**config.mk**
```make
export PLATFORM = sky130hd
export DESIGN_NAME = tpr_video_test_pattern_regs
export DESIGN_NICKNAME = d
export VERILOG_FILES = /design/src/tpr_pkg.sv /design/src/tpr_video_test_pattern_regs.sv
export SDC_FILE = /design/constraint.sdc
export NUM_CORES = 1
export LEC_CHECK = 0
export BUFFER_PORTS_ARGS = -buffer_cell sky130_fd_sc_hd__buf_2
export CAP_MARGIN = 20
export CORE_ASPECT_RATIO = 2
export CORE_UTILIZATION = 41
export DETAILED_ROUTE_END_ITERATION = 16
export HOLD_SLACK_MARGIN = 0.15
export PLACE_DENSITY_LB_ADDON = 0.08
export SLEW_MARGIN = 20
export SYNTH_ARGS = -nofsm -noshare
export SYNTH_HDL_FRONTEND = slang
export SYNTH_SLANG_ARGS = --single-unit
```
**constraint.sdc**
```tcl
create_clock -name clk_sys_i -period 1.6 [get_ports clk_sys_i]
set_input_delay 0.16 -clock clk_sys_i [delete_from_list [all_inputs] [get_ports clk_sys_i]]
set_output_delay 0.16 -clock clk_sys_i [all_outputs]
set_load 0.02 [all_outputs]
```
**src/tpr_pkg.sv**
```systemverilog
package tpr_pkg;

   // ------------------------------------------------------------
   // Address map
   // ------------------------------------------------------------
   localparam logic [31:0] TPR_BASE_ADDR   = 32'h4008_0000;
   localparam int          TPR_NREG        = 6;
   localparam logic [2:0]  TPR_IDX_NONE    = 3'h7;
   localparam logic [31:0] TPR_OFS_PATTERN = 32'h0000_0000;
   localparam logic [31:0] TPR_OFS_MOTION  = 32'h0000_0004;
   localparam logic [31:0] TPR_OFS_FRAME   = 32'h0000_000C;
   localparam logic [31:0] TPR_OFS_ZP_H    = 32'h0000_0010;
   localparam logic [31:0] TPR_OFS_BOX_SZ  = 32'h0000_0018;
   localparam logic [31:0] TPR_OFS_BOX_COL = 32'h0000_001C;

   // ------------------------------------------------------------
   // Writable bits of each register, and reset values
   // ------------------------------------------------------------
   localparam logic [31:0] TPR_MASK_PATTERN = 32'h0000_3FFF;
   localparam logic [31:0] TPR_MASK_MOTION  = 32'h0000_01FF;
   localparam logic [31:0] TPR_MASK_FRAME   = 32'h0FFF_0FFF;
   localparam logic [31:0] TPR_MASK_ZP_H    = 32'hFFFF_FFFF;
   localparam logic [31:0] TPR_MASK_BOX_SZ  = 32'h0000_0FFF;
   localparam logic [31:0] TPR_MASK_BOX_COL = 32'h00FF_FFFF;
   localparam logic [31:0] TPR_RESET_VAL    = 32'h0000_0000;

   localparam logic [31:0] TPR_OFS  [TPR_NREG] = '{TPR_OFS_PATTERN, TPR_OFS_MOTION,
      TPR_OFS_FRAME, TPR_OFS_ZP_H, TPR_OFS_BOX_SZ, TPR_OFS_BOX_COL};
   localparam logic [31:0] TPR_MASK [TPR_NREG] = '{TPR_MASK_PATTERN, TPR_MASK_MOTION,
      TPR_MASK_FRAME, TPR_MASK_ZP_H, TPR_MASK_BOX_SZ, TPR_MASK_BOX_COL};

   // ------------------------------------------------------------
   // Pattern codes
   // ------------------------------------------------------------
   localparam logic [3:0] TPR_PAT_PASS   = 4'h0;
   localparam logic [3:0] TPR_PAT_ZPLATE = 4'hA;

   // ------------------------------------------------------------
   // Carriers
   // ------------------------------------------------------------
   typedef struct packed {
      logic        valid;
      logic        write;
      logic [31:0] addr;
      logic [31:0] wdata;
   } tpr_req_t;

   typedef struct packed {
      logic        hblank_pol;
      logic        vblank_pol;
      logic        hsync_pol;
      logic        vsync_pol;
      logic        box_en;
      logic [2:0]  comp_mask;
      logic        chroma_pol;
      logic        xhair_en;
      logic [3:0]  pattern;
      logic        motion_en;
      logic [7:0]  motion_speed;
      logic [11:0] frame_height;
      logic [11:0] line_len;
      logic [15:0] zp_h_start;
      logic [15:0] zp_h_inc;
      logic [11:0] box_size;
      logic [23:0] box_color;
   } tpr_cfg_t;

endpackage

```
**src/tpr_video_test_pattern_regs.sv**
```systemverilog
`timescale 1ns/1ns
// Notes on behaviour
// - Registers sit in processor memory map at base 0x40080000, plain loads and stores.
// - No interrupt; everything is configured through memory-mapped register accesses.
// - Settings steer the generator whose frames the frame DMA writes into DDR.
// - Bits 3:0 of offset 0x00 select the pattern, codes 0000 to 1010.
// - Offset 0x00 also holds polarities, box enable, component mask, chroma, crosshair.
// - Offset 0x04 holds motion enable bit 0 and motion speed bits 8:1.
// - Offset 0x0C holds line length bits 11:0 and frame height bits 27:16.
// - Offset 0x10 holds zone-plate delta start 31:16 and increment 15:0.
// - Every defined field is read-write and resets to zero.
// - Box size is 12 bits at 0x18, box colour 24 bits at 0x1C.
module tpr_video_test_pattern_regs #(
   parameter logic [31:0] BASE_ADDR = tpr_pkg::TPR_BASE_ADDR
) (
   // Clock and reset.
   input  wire logic              clk_sys_i,
   input  wire logic              resetn_i,
   // Processor load and store port.
   input  wire tpr_pkg::tpr_req_t req_i,
   output logic                   ack_o,
   output logic                   err_o,
   output logic [31:0]            rdata_o,
   // Settings to the pattern generator.
   output tpr_pkg::tpr_cfg_t      cfg_o,
   output logic                   pattern_defined_o
);

   // ------------------------------------------------------------
   // Elaboration check
   // ------------------------------------------------------------
   if (BASE_ADDR[4:0] != 5'h00) begin : g_bad_base
      $error("Base address must be aligned to 32 bytes.");
   end

   // ------------------------------------------------------------
   // Address decode
   // ------------------------------------------------------------
   // Returns the register index that an absolute address hits, or none.
   // An address below the base wraps far above every offset, so it decodes to none.
   function automatic logic [2:0] tpr_decode(input logic [31:0] addr);
      logic [31:0] rel;
      logic [2:0]  idx;
      rel = addr - BASE_ADDR;
      idx = tpr_pkg::TPR_IDX_NONE;
      for (int k = 0; k < tpr_pkg::TPR_NREG; k++) begin
         if (rel == tpr_pkg::TPR_OFS[k]) begin
            idx = 3'(k);
         end
      end
      return idx;
   endfunction

   logic [31:0] regs_r [tpr_pkg::TPR_NREG];
   logic        ack_r;
   logic        err_r;
   logic [31:0] rdata_r;
   wire  [2:0]  hit_idx;
   wire         hit;
   wire         wr_any;
   wire  [31:0] rd_word;

   // Decode of the request on the port; stores and loads share one path.
   assign hit_idx = tpr_decode(req_i.addr);
   assign hit     = (hit_idx != tpr_pkg::TPR_IDX_NONE);
   assign wr_any  = req_i.valid & req_i.write & hit;
   assign rd_word = hit ? regs_r[hit_idx] : 32'h0000_0000;

   // ------------------------------------------------------------
   // Register storage
   // ------------------------------------------------------------
   // Each word keeps only its defined bits, so reserved bits never hold a one.
   for (genvar i = 0; i < tpr_pkg::TPR_NREG; i++) begin : g_reg
      wire wr_this;
      assign wr_this = wr_any & (hit_idx == 3'(i));
      always_ff @(posedge clk_sys_i or negedge resetn_i) begin
         if (!resetn_i) begin
            regs_r[i] <= tpr_pkg::TPR_RESET_VAL;
         end else if (wr_this) begin
            regs_r[i] <= req_i.wdata & tpr_pkg::TPR_MASK[i];
         end
      end
   end

   // ------------------------------------------------------------
   // Answer path
   // ------------------------------------------------------------
   // Every request is answered one cycle later; unmapped ones read zero and flag an error.
   always_ff @(posedge clk_sys_i or negedge resetn_i) begin
      if (!resetn_i) begin
         ack_r   <= 1'b0;
         err_r   <= 1'b0;
         rdata_r <= tpr_pkg::TPR_RESET_VAL;
      end else begin
         ack_r   <= req_i.valid;
         err_r   <= req_i.valid & ~hit;
         rdata_r <= (req_i.valid & ~req_i.write) ? rd_word : 32'h0000_0000;
      end
   end

   assign ack_o   = ack_r;
   assign err_o   = err_r;
   assign rdata_o = rdata_r;

   // ------------------------------------------------------------
   // Settings fan-out to the generator
   // ------------------------------------------------------------
   // Field slices of the stored words; the generator feeds the frame DMA.
   assign cfg_o.hblank_pol   = regs_r[0][13];
   assign cfg_o.vblank_pol   = regs_r[0][12];
   assign cfg_o.hsync_pol    = regs_r[0][11];
   assign cfg_o.vsync_pol    = regs_r[0][10];
   assign cfg_o.box_en       = regs_r[0][9];
   assign cfg_o.comp_mask    = regs_r[0][8:6];
   assign cfg_o.chroma_pol   = regs_r[0][5];
   assign cfg_o.xhair_en     = regs_r[0][4];
   assign cfg_o.pattern      = regs_r[0][3:0];
   assign cfg_o.motion_en    = regs_r[1][0];
   assign cfg_o.motion_speed = regs_r[1][8:1];
   assign cfg_o.frame_height = regs_r[2][27:16];
   assign cfg_o.line_len     = regs_r[2][11:0];
   assign cfg_o.zp_h_start   = regs_r[3][31:16];
   assign cfg_o.zp_h_inc     = regs_r[3][15:0];
   assign cfg_o.box_size     = regs_r[4][11:0];
   assign cfg_o.box_color    = regs_r[5][23:0];

   // Codes above zone plate are stored as written but marked undefined.
   assign pattern_defined_o = (regs_r[0][3:0] <= tpr_pkg::TPR_PAT_ZPLATE);

   // ------------------------------------------------------------
   // Assertions
   // ------------------------------------------------------------
   // Each property samples on the rising edge and stays quiet while reset is held.
   a_ack_one_cycle: assert property (@(posedge clk_sys_i) disable iff (!resetn_i)
      req_i.valid |=> ack_o)
      else $error("Request not answered in one cycle.");

   a_no_spurious_ack: assert property (@(posedge clk_sys_i) disable iff (!resetn_i)
      !req_i.valid |=> !ack_o)
      else $error("Answer without a request.");

   a_write_readback: assert property (@(posedge clk_sys_i) disable iff (!resetn_i)
      (req_i.valid && req_i.write && hit) ##1 (req_i.valid && !req_i.write
         && hit_idx == $past(hit_idx))
      |=> rdata_o == ($past(req_i.wdata, 2) & tpr_pkg::TPR_MASK[$past(hit_idx, 2)]))
      else $error("Read back differs from masked written value.");

   a_unmapped_read: assert property (@(posedge clk_sys_i) disable iff (!resetn_i)
      (req_i.valid && !hit) |=> (err_o && rdata_o == 32'h0000_0000))
      else $error("Unmapped access not flagged or read nonzero.");

   a_reserved_zero: assert property (@(posedge clk_sys_i) disable iff (!resetn_i)
      ack_o && !err_o |-> (rdata_o & ~tpr_pkg::TPR_MASK[$past(hit_idx)]) == 32'h0000_0000)
      else $error("Reserved bits read as one.");

   a_pattern_write: assert property (@(posedge clk_sys_i) disable iff (!resetn_i)
      (wr_any && hit_idx == 3'h0) |=> cfg_o.pattern == $past(req_i.wdata[3:0]))
      else $error("Pattern select did not follow write.");

   a_polarity_write: assert property (@(posedge clk_sys_i) disable iff (!resetn_i)
      (wr_any && hit_idx == 3'h0) |=> (cfg_o.hblank_pol == $past(req_i.wdata[13])
         && cfg_o.comp_mask == $past(req_i.wdata[8:6])))
      else $error("Polarity or mask field misplaced.");

   a_motion_fields: assert property (@(posedge clk_sys_i) disable iff (!resetn_i)
      (wr_any && hit_idx == 3'h1) |=> (cfg_o.motion_en == $past(req_i.wdata[0])
         && cfg_o.motion_speed == $past(req_i.wdata[8:1])))
      else $error("Motion fields misplaced.");

   a_frame_fields: assert property (@(posedge clk_sys_i) disable iff (!resetn_i)
      (wr_any && hit_idx == 3'h2) |=> (cfg_o.frame_height == $past(req_i.wdata[27:16])
         && cfg_o.line_len == $past(req_i.wdata[11:0])))
      else $error("Frame size fields misplaced.");

   a_zplate_fields: assert property (@(posedge clk_sys_i) disable iff (!resetn_i)
      (wr_any && hit_idx == 3'h3) |=> (cfg_o.zp_h_start == $past(req_i.wdata[31:16])
         && cfg_o.zp_h_inc == $past(req_i.wdata[15:0])))
      else $error("Zone plate fields misplaced.");

   a_box_fields: assert property (@(posedge clk_sys_i) disable iff (!resetn_i)
      (wr_any && hit_idx == 3'h5) |=> cfg_o.box_color == $past(req_i.wdata[23:0]))
      else $error("Box colour not stored.");

   a_hold_no_write: assert property (@(posedge clk_sys_i) disable iff (!resetn_i)
      !(req_i.valid && req_i.write) |=> $stable(cfg_o))
      else $error("Settings changed without a write.");

   a_undef_pattern: assert property (@(posedge clk_sys_i) disable iff (!resetn_i)
      (wr_any && hit_idx == 3'h0 && req_i.wdata[3:0] > 4'hA) |=> (!pattern_defined_o
         && $stable(cfg_o.motion_speed)))
      else $error("Undefined pattern code handled wrongly.");

   a_box_size: assert property (@(posedge clk_sys_i) disable iff (!resetn_i)
      (wr_any && hit_idx == 3'h4) |=> cfg_o.box_size == $past(req_i.wdata[11:0]))
      else $error("Box size not stored.");

   a_overlay_write: assert property (@(posedge clk_sys_i) disable iff (!resetn_i)
      (wr_any && hit_idx == 3'h0) |=> (cfg_o.vblank_pol == $past(req_i.wdata[12])
         && cfg_o.hsync_pol == $past(req_i.wdata[11])
         && cfg_o.vsync_pol == $past(req_i.wdata[10])
         && cfg_o.box_en == $past(req_i.wdata[9])
         && cfg_o.chroma_pol == $past(req_i.wdata[5])
         && cfg_o.xhair_en == $past(req_i.wdata[4])))
      else $error("Sync, blank or overlay bit misplaced.");

   a_mapped_no_err: assert property (@(posedge clk_sys_i) disable iff (!resetn_i)
      (req_i.valid && hit) |=> !err_o)
      else $error("Mapped access flagged as error.");

   a_err_with_ack: assert property (@(posedge clk_sys_i) disable iff (!resetn_i)
      err_o |-> ack_o)
      else $error("Error flag without an answer.");

   a_store_no_data: assert property (@(posedge clk_sys_i) disable iff (!resetn_i)
      (req_i.valid && req_i.write) |=> rdata_o == 32'h0000_0000)
      else $error("Store answered with nonzero data.");

   a_idle_data_zero: assert property (@(posedge clk_sys_i) disable iff (!resetn_i)
      !req_i.valid |=> rdata_o == 32'h0000_0000)
      else $error("Load data stood longer than one cycle.");

   a_unmapped_store: assert property (@(posedge clk_sys_i) disable iff (!resetn_i)
      (req_i.valid && req_i.write && !hit) |=> $stable(cfg_o))
      else $error("Unmapped store changed the settings.");

endmodule
```
==> flow_metrics.py, run 1 <==
metrics = {
    "status": {
        "run_status": "complete, but fails checks",
        "violations": "setup timing",
    },
    "critical_path": {
        "timing.critical_path.from_type": "primary input",
        "timing_worst_setup_path_type": "primary input to register",
        "path_max_fanout": 8,
        "critical_path_arrival_ps": 2400,
        "setup.worst_path.end_class": "register",
        "worst-endpoint-required_ps": 1900,
    },
    "yosys": {
        "synth_sequential_area_ratio": 0.562,
        "syn_avg_cell_area_um2": 12.7,
        "synth_fp_nets": 593,
        "post-synth-top-area-cell": "sky130_fd_sc_hd__dfrtp_1",
        "synth_seq_cells": 149,
        "synth.top_cells.by_area": "sky130_fd_sc_hd__dfrtp_1 (56%), sky130_fd_sc_hd__mux2_2 (19%), sky130_fd_sc_hd__mux2i_1 (3.3%)",
        "mappedNetlistArea_um2": 6630,
        "netlist_instances": 524,
        "netlist.area_leader.share": 0.562,
        "synthDistinctLibCells": 43,
        "ys_warn_count": 0,
    },
    "hold_path": {
        "min_delay_path_class": "primary input to register",
    },
    "place": {
        "placement.setup.worst_slack_ps": -1110,
        "placement.io_buffers": 217,
        "routabilityCongestion": 0.874,
        "detailed_place_hpwl_mm": 14.9,
    },
    "drt": {
        "dr.max_layer_used": "met4",
        "postRouteAntennaNets": 0,
        "detail_route.vias_per_cell": 5.40,
        "detail_route.wirelength_mm": 22.8,
        "routed-wl-met3_um": 865,
        "routed-via-count": 5825,
        "initialDrtViolationCount": 225,
        "m1WireLength_mm": 8.32,
        "detail_route.first_pass.iterations": 4,
        "wire_per_inst_um": 21.1,
        "remaining_drc_errors": 0,
        "met2RoutedLength_mm": 12.8,
    },
    "pwr": {
        "p_seq_frac": 0.439,
        "pwr-share-comb": 0.076,
        "power-per-cell-area_nw_per_um2": 814,
        "clock_power_share": 0.485,
        "irDropWorstVdd_mv": 0.730,
        "switch_pwr_w": 0.00191,
        "swShare": 0.222,
        "power_leakage_nw": 5.53,
        "internal_power_w": 0.00668,
    },
    "timing": {
        "timing_worst_slew_pin_value_ps": 637,
        "slew_limit_fails": 0,
        "max-slew-margin-rel": 0.575,
        "grt_setup_unrepaired": "true",
        "period_needed_ps": 2100,
        "final_min_period_over_clock_period": 1.31,
        "achievable-frequency_mhz": 476,
        "final_hold_viol_count": 0,
        "layout_setup_ws_ps": -503,
        "finClkSkew_ps": 7.80,
        "timing.final.setup_violations": 147,
    },
    "cells_and_area": {
        "flow.area_growth_from_synthesis_pct": 59.0,
        "most-common-layout-cells": "sky130_fd_sc_hd__buf_2 (213), sky130_fd_sc_hd__dfrtp_1 (149), sky130_fd_sc_hd__mux2_4 (70), sky130_fd_sc_hd__buf_4 (65), sky130_fd_sc_hd__mux2_2 (51)",
        "finalNetCount": 937,
        "diodes_inserted": 0,
        "final_layout_size_suffix_gt1_frac": 0.604,
        "fillers": 1233,
        "layout_commonest_cell": "sky130_fd_sc_hd__buf_2",
        "utilization": 0.669,
    },
    "cts": {
        "clk_tree_root_cell": "sky130_fd_sc_hd__clkbuf_16",
        "clock_sinks": 149,
        "cts-buffers-inserted": 17,
        "cts_tree": "built",
        "clkTransAtPathRegs_ps": 60,
        "max_h_tree_level": 4,
        "clock_tree.buffer_depth": 2,
        "clock_latency_ps": 420,
    },
    "floorplan": {
        "floorplan_die_area_um2": 16700,
        "floorplan.initialDensity": 0.420,
        "rows": 65,
        "design.core.area_um2": 15800,
        "dieHeight_um": 182,
        "ios": 218,
        "die_w_um": 91.9,
    },
    "grt": {
        "global_route_wire_length_before_repair_mm": 33.9,
        "track_usage": 0.272,
        "grt_overflow": 0,
        "grt_max_degree": 49,
        "grt_antenna_before_repair": 0,
        "vias_in_the_first_global_route": 6101,
    },
    "flow_run": {
        "cap_viol_max_count": 0,
    },
}
cell usage after synthesis:
cell                       instances
sky130_fd_sc_hd__dfrtp_1         149
sky130_fd_sc_hd__mux2_2          111
sky130_fd_sc_hd__nor2_1           33
sky130_fd_sc_hd__a21oi_1          31
sky130_fd_sc_hd__nand3_1          24
sky130_fd_sc_hd__mux2i_1          22
sky130_fd_sc_hd__nand2_1          21
sky130_fd_sc_hd__clkbuf_1         20
sky130_fd_sc_hd__nor3_1           13
sky130_fd_sc_hd__mux2_4           10
sky130_fd_sc_hd__a22o_1            8
sky130_fd_sc_hd__o32ai_1           8
sky130_fd_sc_hd__buf_2             7
sky130_fd_sc_hd__and3_1            6
sky130_fd_sc_hd__nor4_1            6
sky130_fd_sc_hd__inv_1             5
sky130_fd_sc_hd__nand4_1           5
sky130_fd_sc_hd__nor4b_1           5
sky130_fd_sc_hd__o21ai_0           4
sky130_fd_sc_hd__nor3_2            3
sky130_fd_sc_hd__o21a_1            3
sky130_fd_sc_hd__o31ai_1           3
sky130_fd_sc_hd__a31oi_1           2
sky130_fd_sc_hd__buf_1             2
sky130_fd_sc_hd__nor2b_1           2
sky130_fd_sc_hd__or2_2             2
sky130_fd_sc_hd__or4_1             2
sky130_fd_sc_hd__or4_4             2
sky130_fd_sc_hd__a21o_1            1
sky130_fd_sc_hd__a41oi_1           1
sky130_fd_sc_hd__and2_1            1
sky130_fd_sc_hd__and3_2            1
sky130_fd_sc_hd__and4_1            1
sky130_fd_sc_hd__buf_12            1
sky130_fd_sc_hd__buf_6             1
sky130_fd_sc_hd__ha_1              1
sky130_fd_sc_hd__nand2b_1          1
sky130_fd_sc_hd__nand3_4           1
sky130_fd_sc_hd__nor3b_1           1
sky130_fd_sc_hd__o211ai_1          1
sky130_fd_sc_hd__or3_1             1
sky130_fd_sc_hd__or3_2             1
sky130_fd_sc_hd__xnor2_1           1
critical path: stages:
cell and delay [ps]:
sky130_fd_sc_hd__buf_8 100, sky130_fd_sc_hd__or4_4 510, sky130_fd_sc_hd__o21a_1 220, sky130_fd_sc_hd__nor3_4 250, sky130_fd_sc_hd__nand3_4 170, sky130_fd_sc_hd__buf_6 160, sky130_fd_sc_hd__nor3_4 210, sky130_fd_sc_hd__buf_6 150
sky130_fd_sc_hd__buf_12 150, sky130_fd_sc_hd__mux2_4 310
cell type report:
class / instances / area [um2] / share of cell area
clock buffer: 19 / 443 / 0.0420
clock inverter: 10 / 156 / 0.0148
inverter: 5 / 18.8 / 0.00178
multi-input combinational: 340 / 3370 / 0.320
sequential: 149 / 3730 / 0.354
tap: 201 / 251 / 0.0238
timing repair buffer: 355 / 2570 / 0.244
state kept, by name, summed over array words and instances, names as in the netlist:
register / count
err_o: 1
cfg_o: 115
ack_o: 1
rdata_o: 32
worst paths after layout:
kind | depth (start not counted) | slack, ps | endpoint | startpoint
worst max register to register | 5 | 180 | rdata_o[1] | cfg_o[37]
worst min-delay path | 4 | 220 | rdata_o[9] | req_i[35]
worst min register to register | 1 | 520 | cfg_o[60] | cfg_o[60]
max in group asynchronous | 3 | 710 | rdata_o[11] | resetn_i
worst max-delay path | 10 | -500 | cfg_o[16] | req_i[51]
min in group asynchronous | 2 | 230 | rdata_o[4] | resetn_i
routing by layer:
| metal | track usage | up-vias |
|---|---|---|
| met3 | 0.0549 | 49 |
| met2 | 0.503 | 224 |
| met5 | 0 | - |
| met4 | 0.140 | 0 |
| li1 | - | 2593 |
| met1 | 0.285 | 2959 |
power by group through the flow:
stage / combinational, W / clock (W) / sequential, W
after floorplan: 0.000153 / 0 / 0.00384
after global placement: 0.000519 / 0 / 0.00384
after detailed placement: 0.000528 / 0 / 0.00384
after CTS: 0.000619 / 0.00422 / 0.00377
after global routing: 0.000702 / 0.00436 / 0.00377
final: 0.000650 / 0.00416 / 0.00377
cell families after synthesis:
family	after synthesis	synth area share
xor+xnor	1	0.00132
mux	143	0.244
flops	149	0.562
simple gates	132	0.105
buf+inv	36	0.0253
fa+ha+maj	1	0.00189
compound gates	62	0.0598
through the flow:
step	std cells	hold slack (ps)	power, W	TNS (ps)	instance area [um2]
after CTS	1075	190	0.00861	-62630	10100
after floorplan	524	-136	0.00400	-89730	6810
after global routing	1079	201	0.00883	-63200	10500
final	1079	215	0.00858	-56590	10500
after detailed placement	984	95.2	0.00437	-135330	8560
after global placement	984	89.2	0.00436	-130180	8560
repair_timing:
| action | CTS | global route |
|---|---|---|
| hold buffers | 35 | 0 |
| endpoints found under the setup margin | 148 | 148 |
| pin swaps | 14 | 14 |
| gates cloned | 11 | 2 |
| resized for setup | 69 | 93 |
| hold endpoints to repair | 270 | 0 |
| buffers inserted | 16 | 8 |
Power figures use the tool's default switching activity.
==> run 2, diff against run 1 <==
CORE_UTILIZATION = 51   (was 41)
==> run 2 against run 1 <==
Compared with the run above: the run still ends with setup timing left; wire length grew 1.5%; critical path depth shrank 3; sequential cell count is the same; worst setup slack lost 16 ps; fmax shrank 0.74%; via count grew 2.1%; critical endpoint is now cfg_o[113]; largest cell class unchanged.
==> flow_metrics.py, run 2 (same netlist as run 1, synthesis figures left out) <==
metrics = {
    "cts": {
        "clock_tree.buffer_depth": 2,
        "clk_tree_root_cell": "sky130_fd_sc_hd__clkbuf_16",
        "max_h_tree_level": 4,
        "clock_sinks": 149,
        "clkTransAtPathRegs_ps": 70,
        "cts-buffers-inserted": 17,
        "cts_tree": "built",
        "clock_latency_ps": 410,
    },
    "cells_and_area": {
        "most-common-layout-cells": "sky130_fd_sc_hd__buf_2 (213), sky130_fd_sc_hd__dfrtp_1 (149), sky130_fd_sc_hd__mux2_4 (72), sky130_fd_sc_hd__mux2_2 (49), sky130_fd_sc_hd__buf_4 (49)",
        "fillers": 696,
        "largest_register_ff_count": 115,
        "flow.area_growth_from_synthesis_pct": 58.4,
        "final_cells": 1026,
        "final_area_um2": 10500,
        "final_layout_size_suffix_gt1_frac": 0.606,
        "layout_commonest_cell": "sky130_fd_sc_hd__buf_2",
        "finalNetCount": 930,
    },
    "pwr": {
        "power_leakage_nw": 5.52,
        "irDropWorstVdd_mv": 0.982,
        "power-per-cell-area_nw_per_um2": 785,
        "power_w": 0.00825,
    },
    "drt": {
        "remaining_drc_errors": 0,
        "initialDrtViolationCount": 281,
        "wire_per_inst_um": 22.6,
        "postRouteAntennaNets": 0,
        "detail_route.vias_per_cell": 5.80,
        "routed-via-count": 5946,
        "detail_route.first_pass.iterations": 5,
        "detail_route.wirelength_mm": 23.2,
    },
    "grt": {
        "track_usage": 0.341,
        "global_route_wire_length_before_repair_mm": 33.4,
        "grt_antenna_before_repair": 2,
        "grt_overflow": 0,
        "grt_max_degree": 45,
        "vias_in_the_first_global_route": 6197,
    },
    "critical_path": {
        "timing.critical_path.slowest_cell_delay_ps": 630,
        "timing_worst_setup_path_type": "primary input to register",
        "worst-endpoint-required_ps": 1890,
        "worst_path_max_delay_cell": "sky130_fd_sc_hd__or4_4",
        "timing.critical_path.from_type": "primary input",
        "worstPathCellList": "buf_8, or4_4, o21a_1, nor3_4, nand3_4, or4_4, mux2_4",
        "setup.worst_path.end_class": "register",
        "timing.critical_path.buf_inv": 1,
        "path_max_fanout": 7,
        "critical_path_arrival_ps": 2410,
        "critical_path.most_common_cell": "sky130_fd_sc_hd__or4_4",
        "cpLargestDelayFamily": "simple AND/OR/NAND/NOR gates",
    },
    "hold_path": {
        "min_delay_path_class": "primary input to register",
    },
    "place": {
        "detailed_place.area_um2": 8490,
        "routabilityCongestion": 0.892,
        "placement.io_buffers": 217,
        "dpl.cell_count": 929,
        "detailed_place_hpwl_mm": 14.4,
    },
    "timing": {
        "final_min_period_over_clock_period": 1.32,
        "final_hold_viol_count": 0,
        "grt_setup_unrepaired": "true",
        "period_needed_ps": 2120,
        "setup_tns_ps": -60250,
        "achievable-frequency_mhz": 472,
        "timing.final.setup_violations": 147,
        "layout_setup_ws_ps": -518,
        "finClkSkew_ps": 9.34,
        "timing_worst_slew_pin_value_ps": 691,
        "max-slew-margin-rel": 0.539,
        "slew_limit_fails": 0,
    },
    "status": {
        "violations": "setup timing",
        "run_status": "complete, but fails checks",
    },
    "flow_run": {
        "cap_viol_max_count": 0,
    },
    "floorplan": {
        "ios": 218,
        "floorplan.initialDensity": 0.525,
        "rows": 58,
        "die_w_um": 82.6,
        "design.core.area_um2": 12600,
        "dieHeight_um": 163,
        "floorplan_die_area_um2": 13500,
    },
}
-- run 2: cell types whose count changed in the layout (fill, tap and decap cells not counted), moves of 3 or more --
cell | previous run | this run
sky130_fd_sc_hd__buf_4 | 65 | 49
sky130_fd_sc_hd__buf_12 | 7 | 18
sky130_fd_sc_hd__bufinv_16 | 4 | 0
sky130_fd_sc_hd__inv_6 | 1 | 5
sky130_fd_sc_hd__inv_8 | 0 | 4
sky130_fd_sc_hd__and3_1 | 5 | 2
sky130_fd_sc_hd__and3_4 | 2 | 5
-- run 2: area by class of cell --
class	count	area (um2)	share of cell area
timing repair buffer	348	2650	0.252
clock buffer	17	425	0.0405
inverter	5	18.8	0.00179
clock inverter	15	140	0.0133
multi-input combinational	340	3350	0.319
tap	150	188	0.0179
antenna	2	5.00	0.000476
sequential	149	3730	0.355
-- run 2: tightest hold or removal path, stage by stage --
cell and delay (ps):
sky130_fd_sc_hd__buf_2 150, sky130_fd_sc_hd__buf_4 160, sky130_fd_sc_hd__nand3_1 60, sky130_fd_sc_hd__a21oi_1 70
-- run 2: final timing paths --
check / startpoint / end / slack (ps) / cells after the start
max: req_i[51] / cfg_o[113] / -520 / 7
min: req_i[35] / rdata_o[11] / 220 / 4
max reg2reg: cfg_o[69] / rdata_o[1] / 270 / 5
min reg2reg: cfg_o[63] / cfg_o[63] / 530 / 1
max in group asynchronous: resetn_i / cfg_o[52] / 750 / 3
min in group asynchronous: resetn_i / rdata_o[24] / 230 / 2
-- run 2: power by group --
group          switching, W  internal [W]  total [W]
logic              0.000360      0.000285   0.000645
registers        0.00000109       0.00377    0.00377
clock network       0.00178       0.00206    0.00384
-- run 2: what timing repair did --
item / in CTS / in global routing
gates resized for setup: 76 / 89
endpoints found under the setup margin: 148 / 148
pin swaps: 13 / 20
cloned: 10 / 3
hold endpoints to repair: 270 / 0
buffers inserted: 14 / 11
hold buffers: 35 / 0
-- run 2: layer usage --
layer	global-route usage	wire length (um)	vias up
li1	-	-	2589
met1	0.353	7990	3046
met2	0.607	13100	243
met3	0.0715	1120	68
met4	0.201	969	0
met5	0	0	-
-- run 2: through the flow --
stage	setup WS (ps)	hold slack, ps	util
floorplan	-861	-136	-
global placement	-1100	116	0.672
detailed placement	-1170	116	0.672
CTS	-536	208	0.800
global route	-572	243	0.832
finish	-518	217	0.832
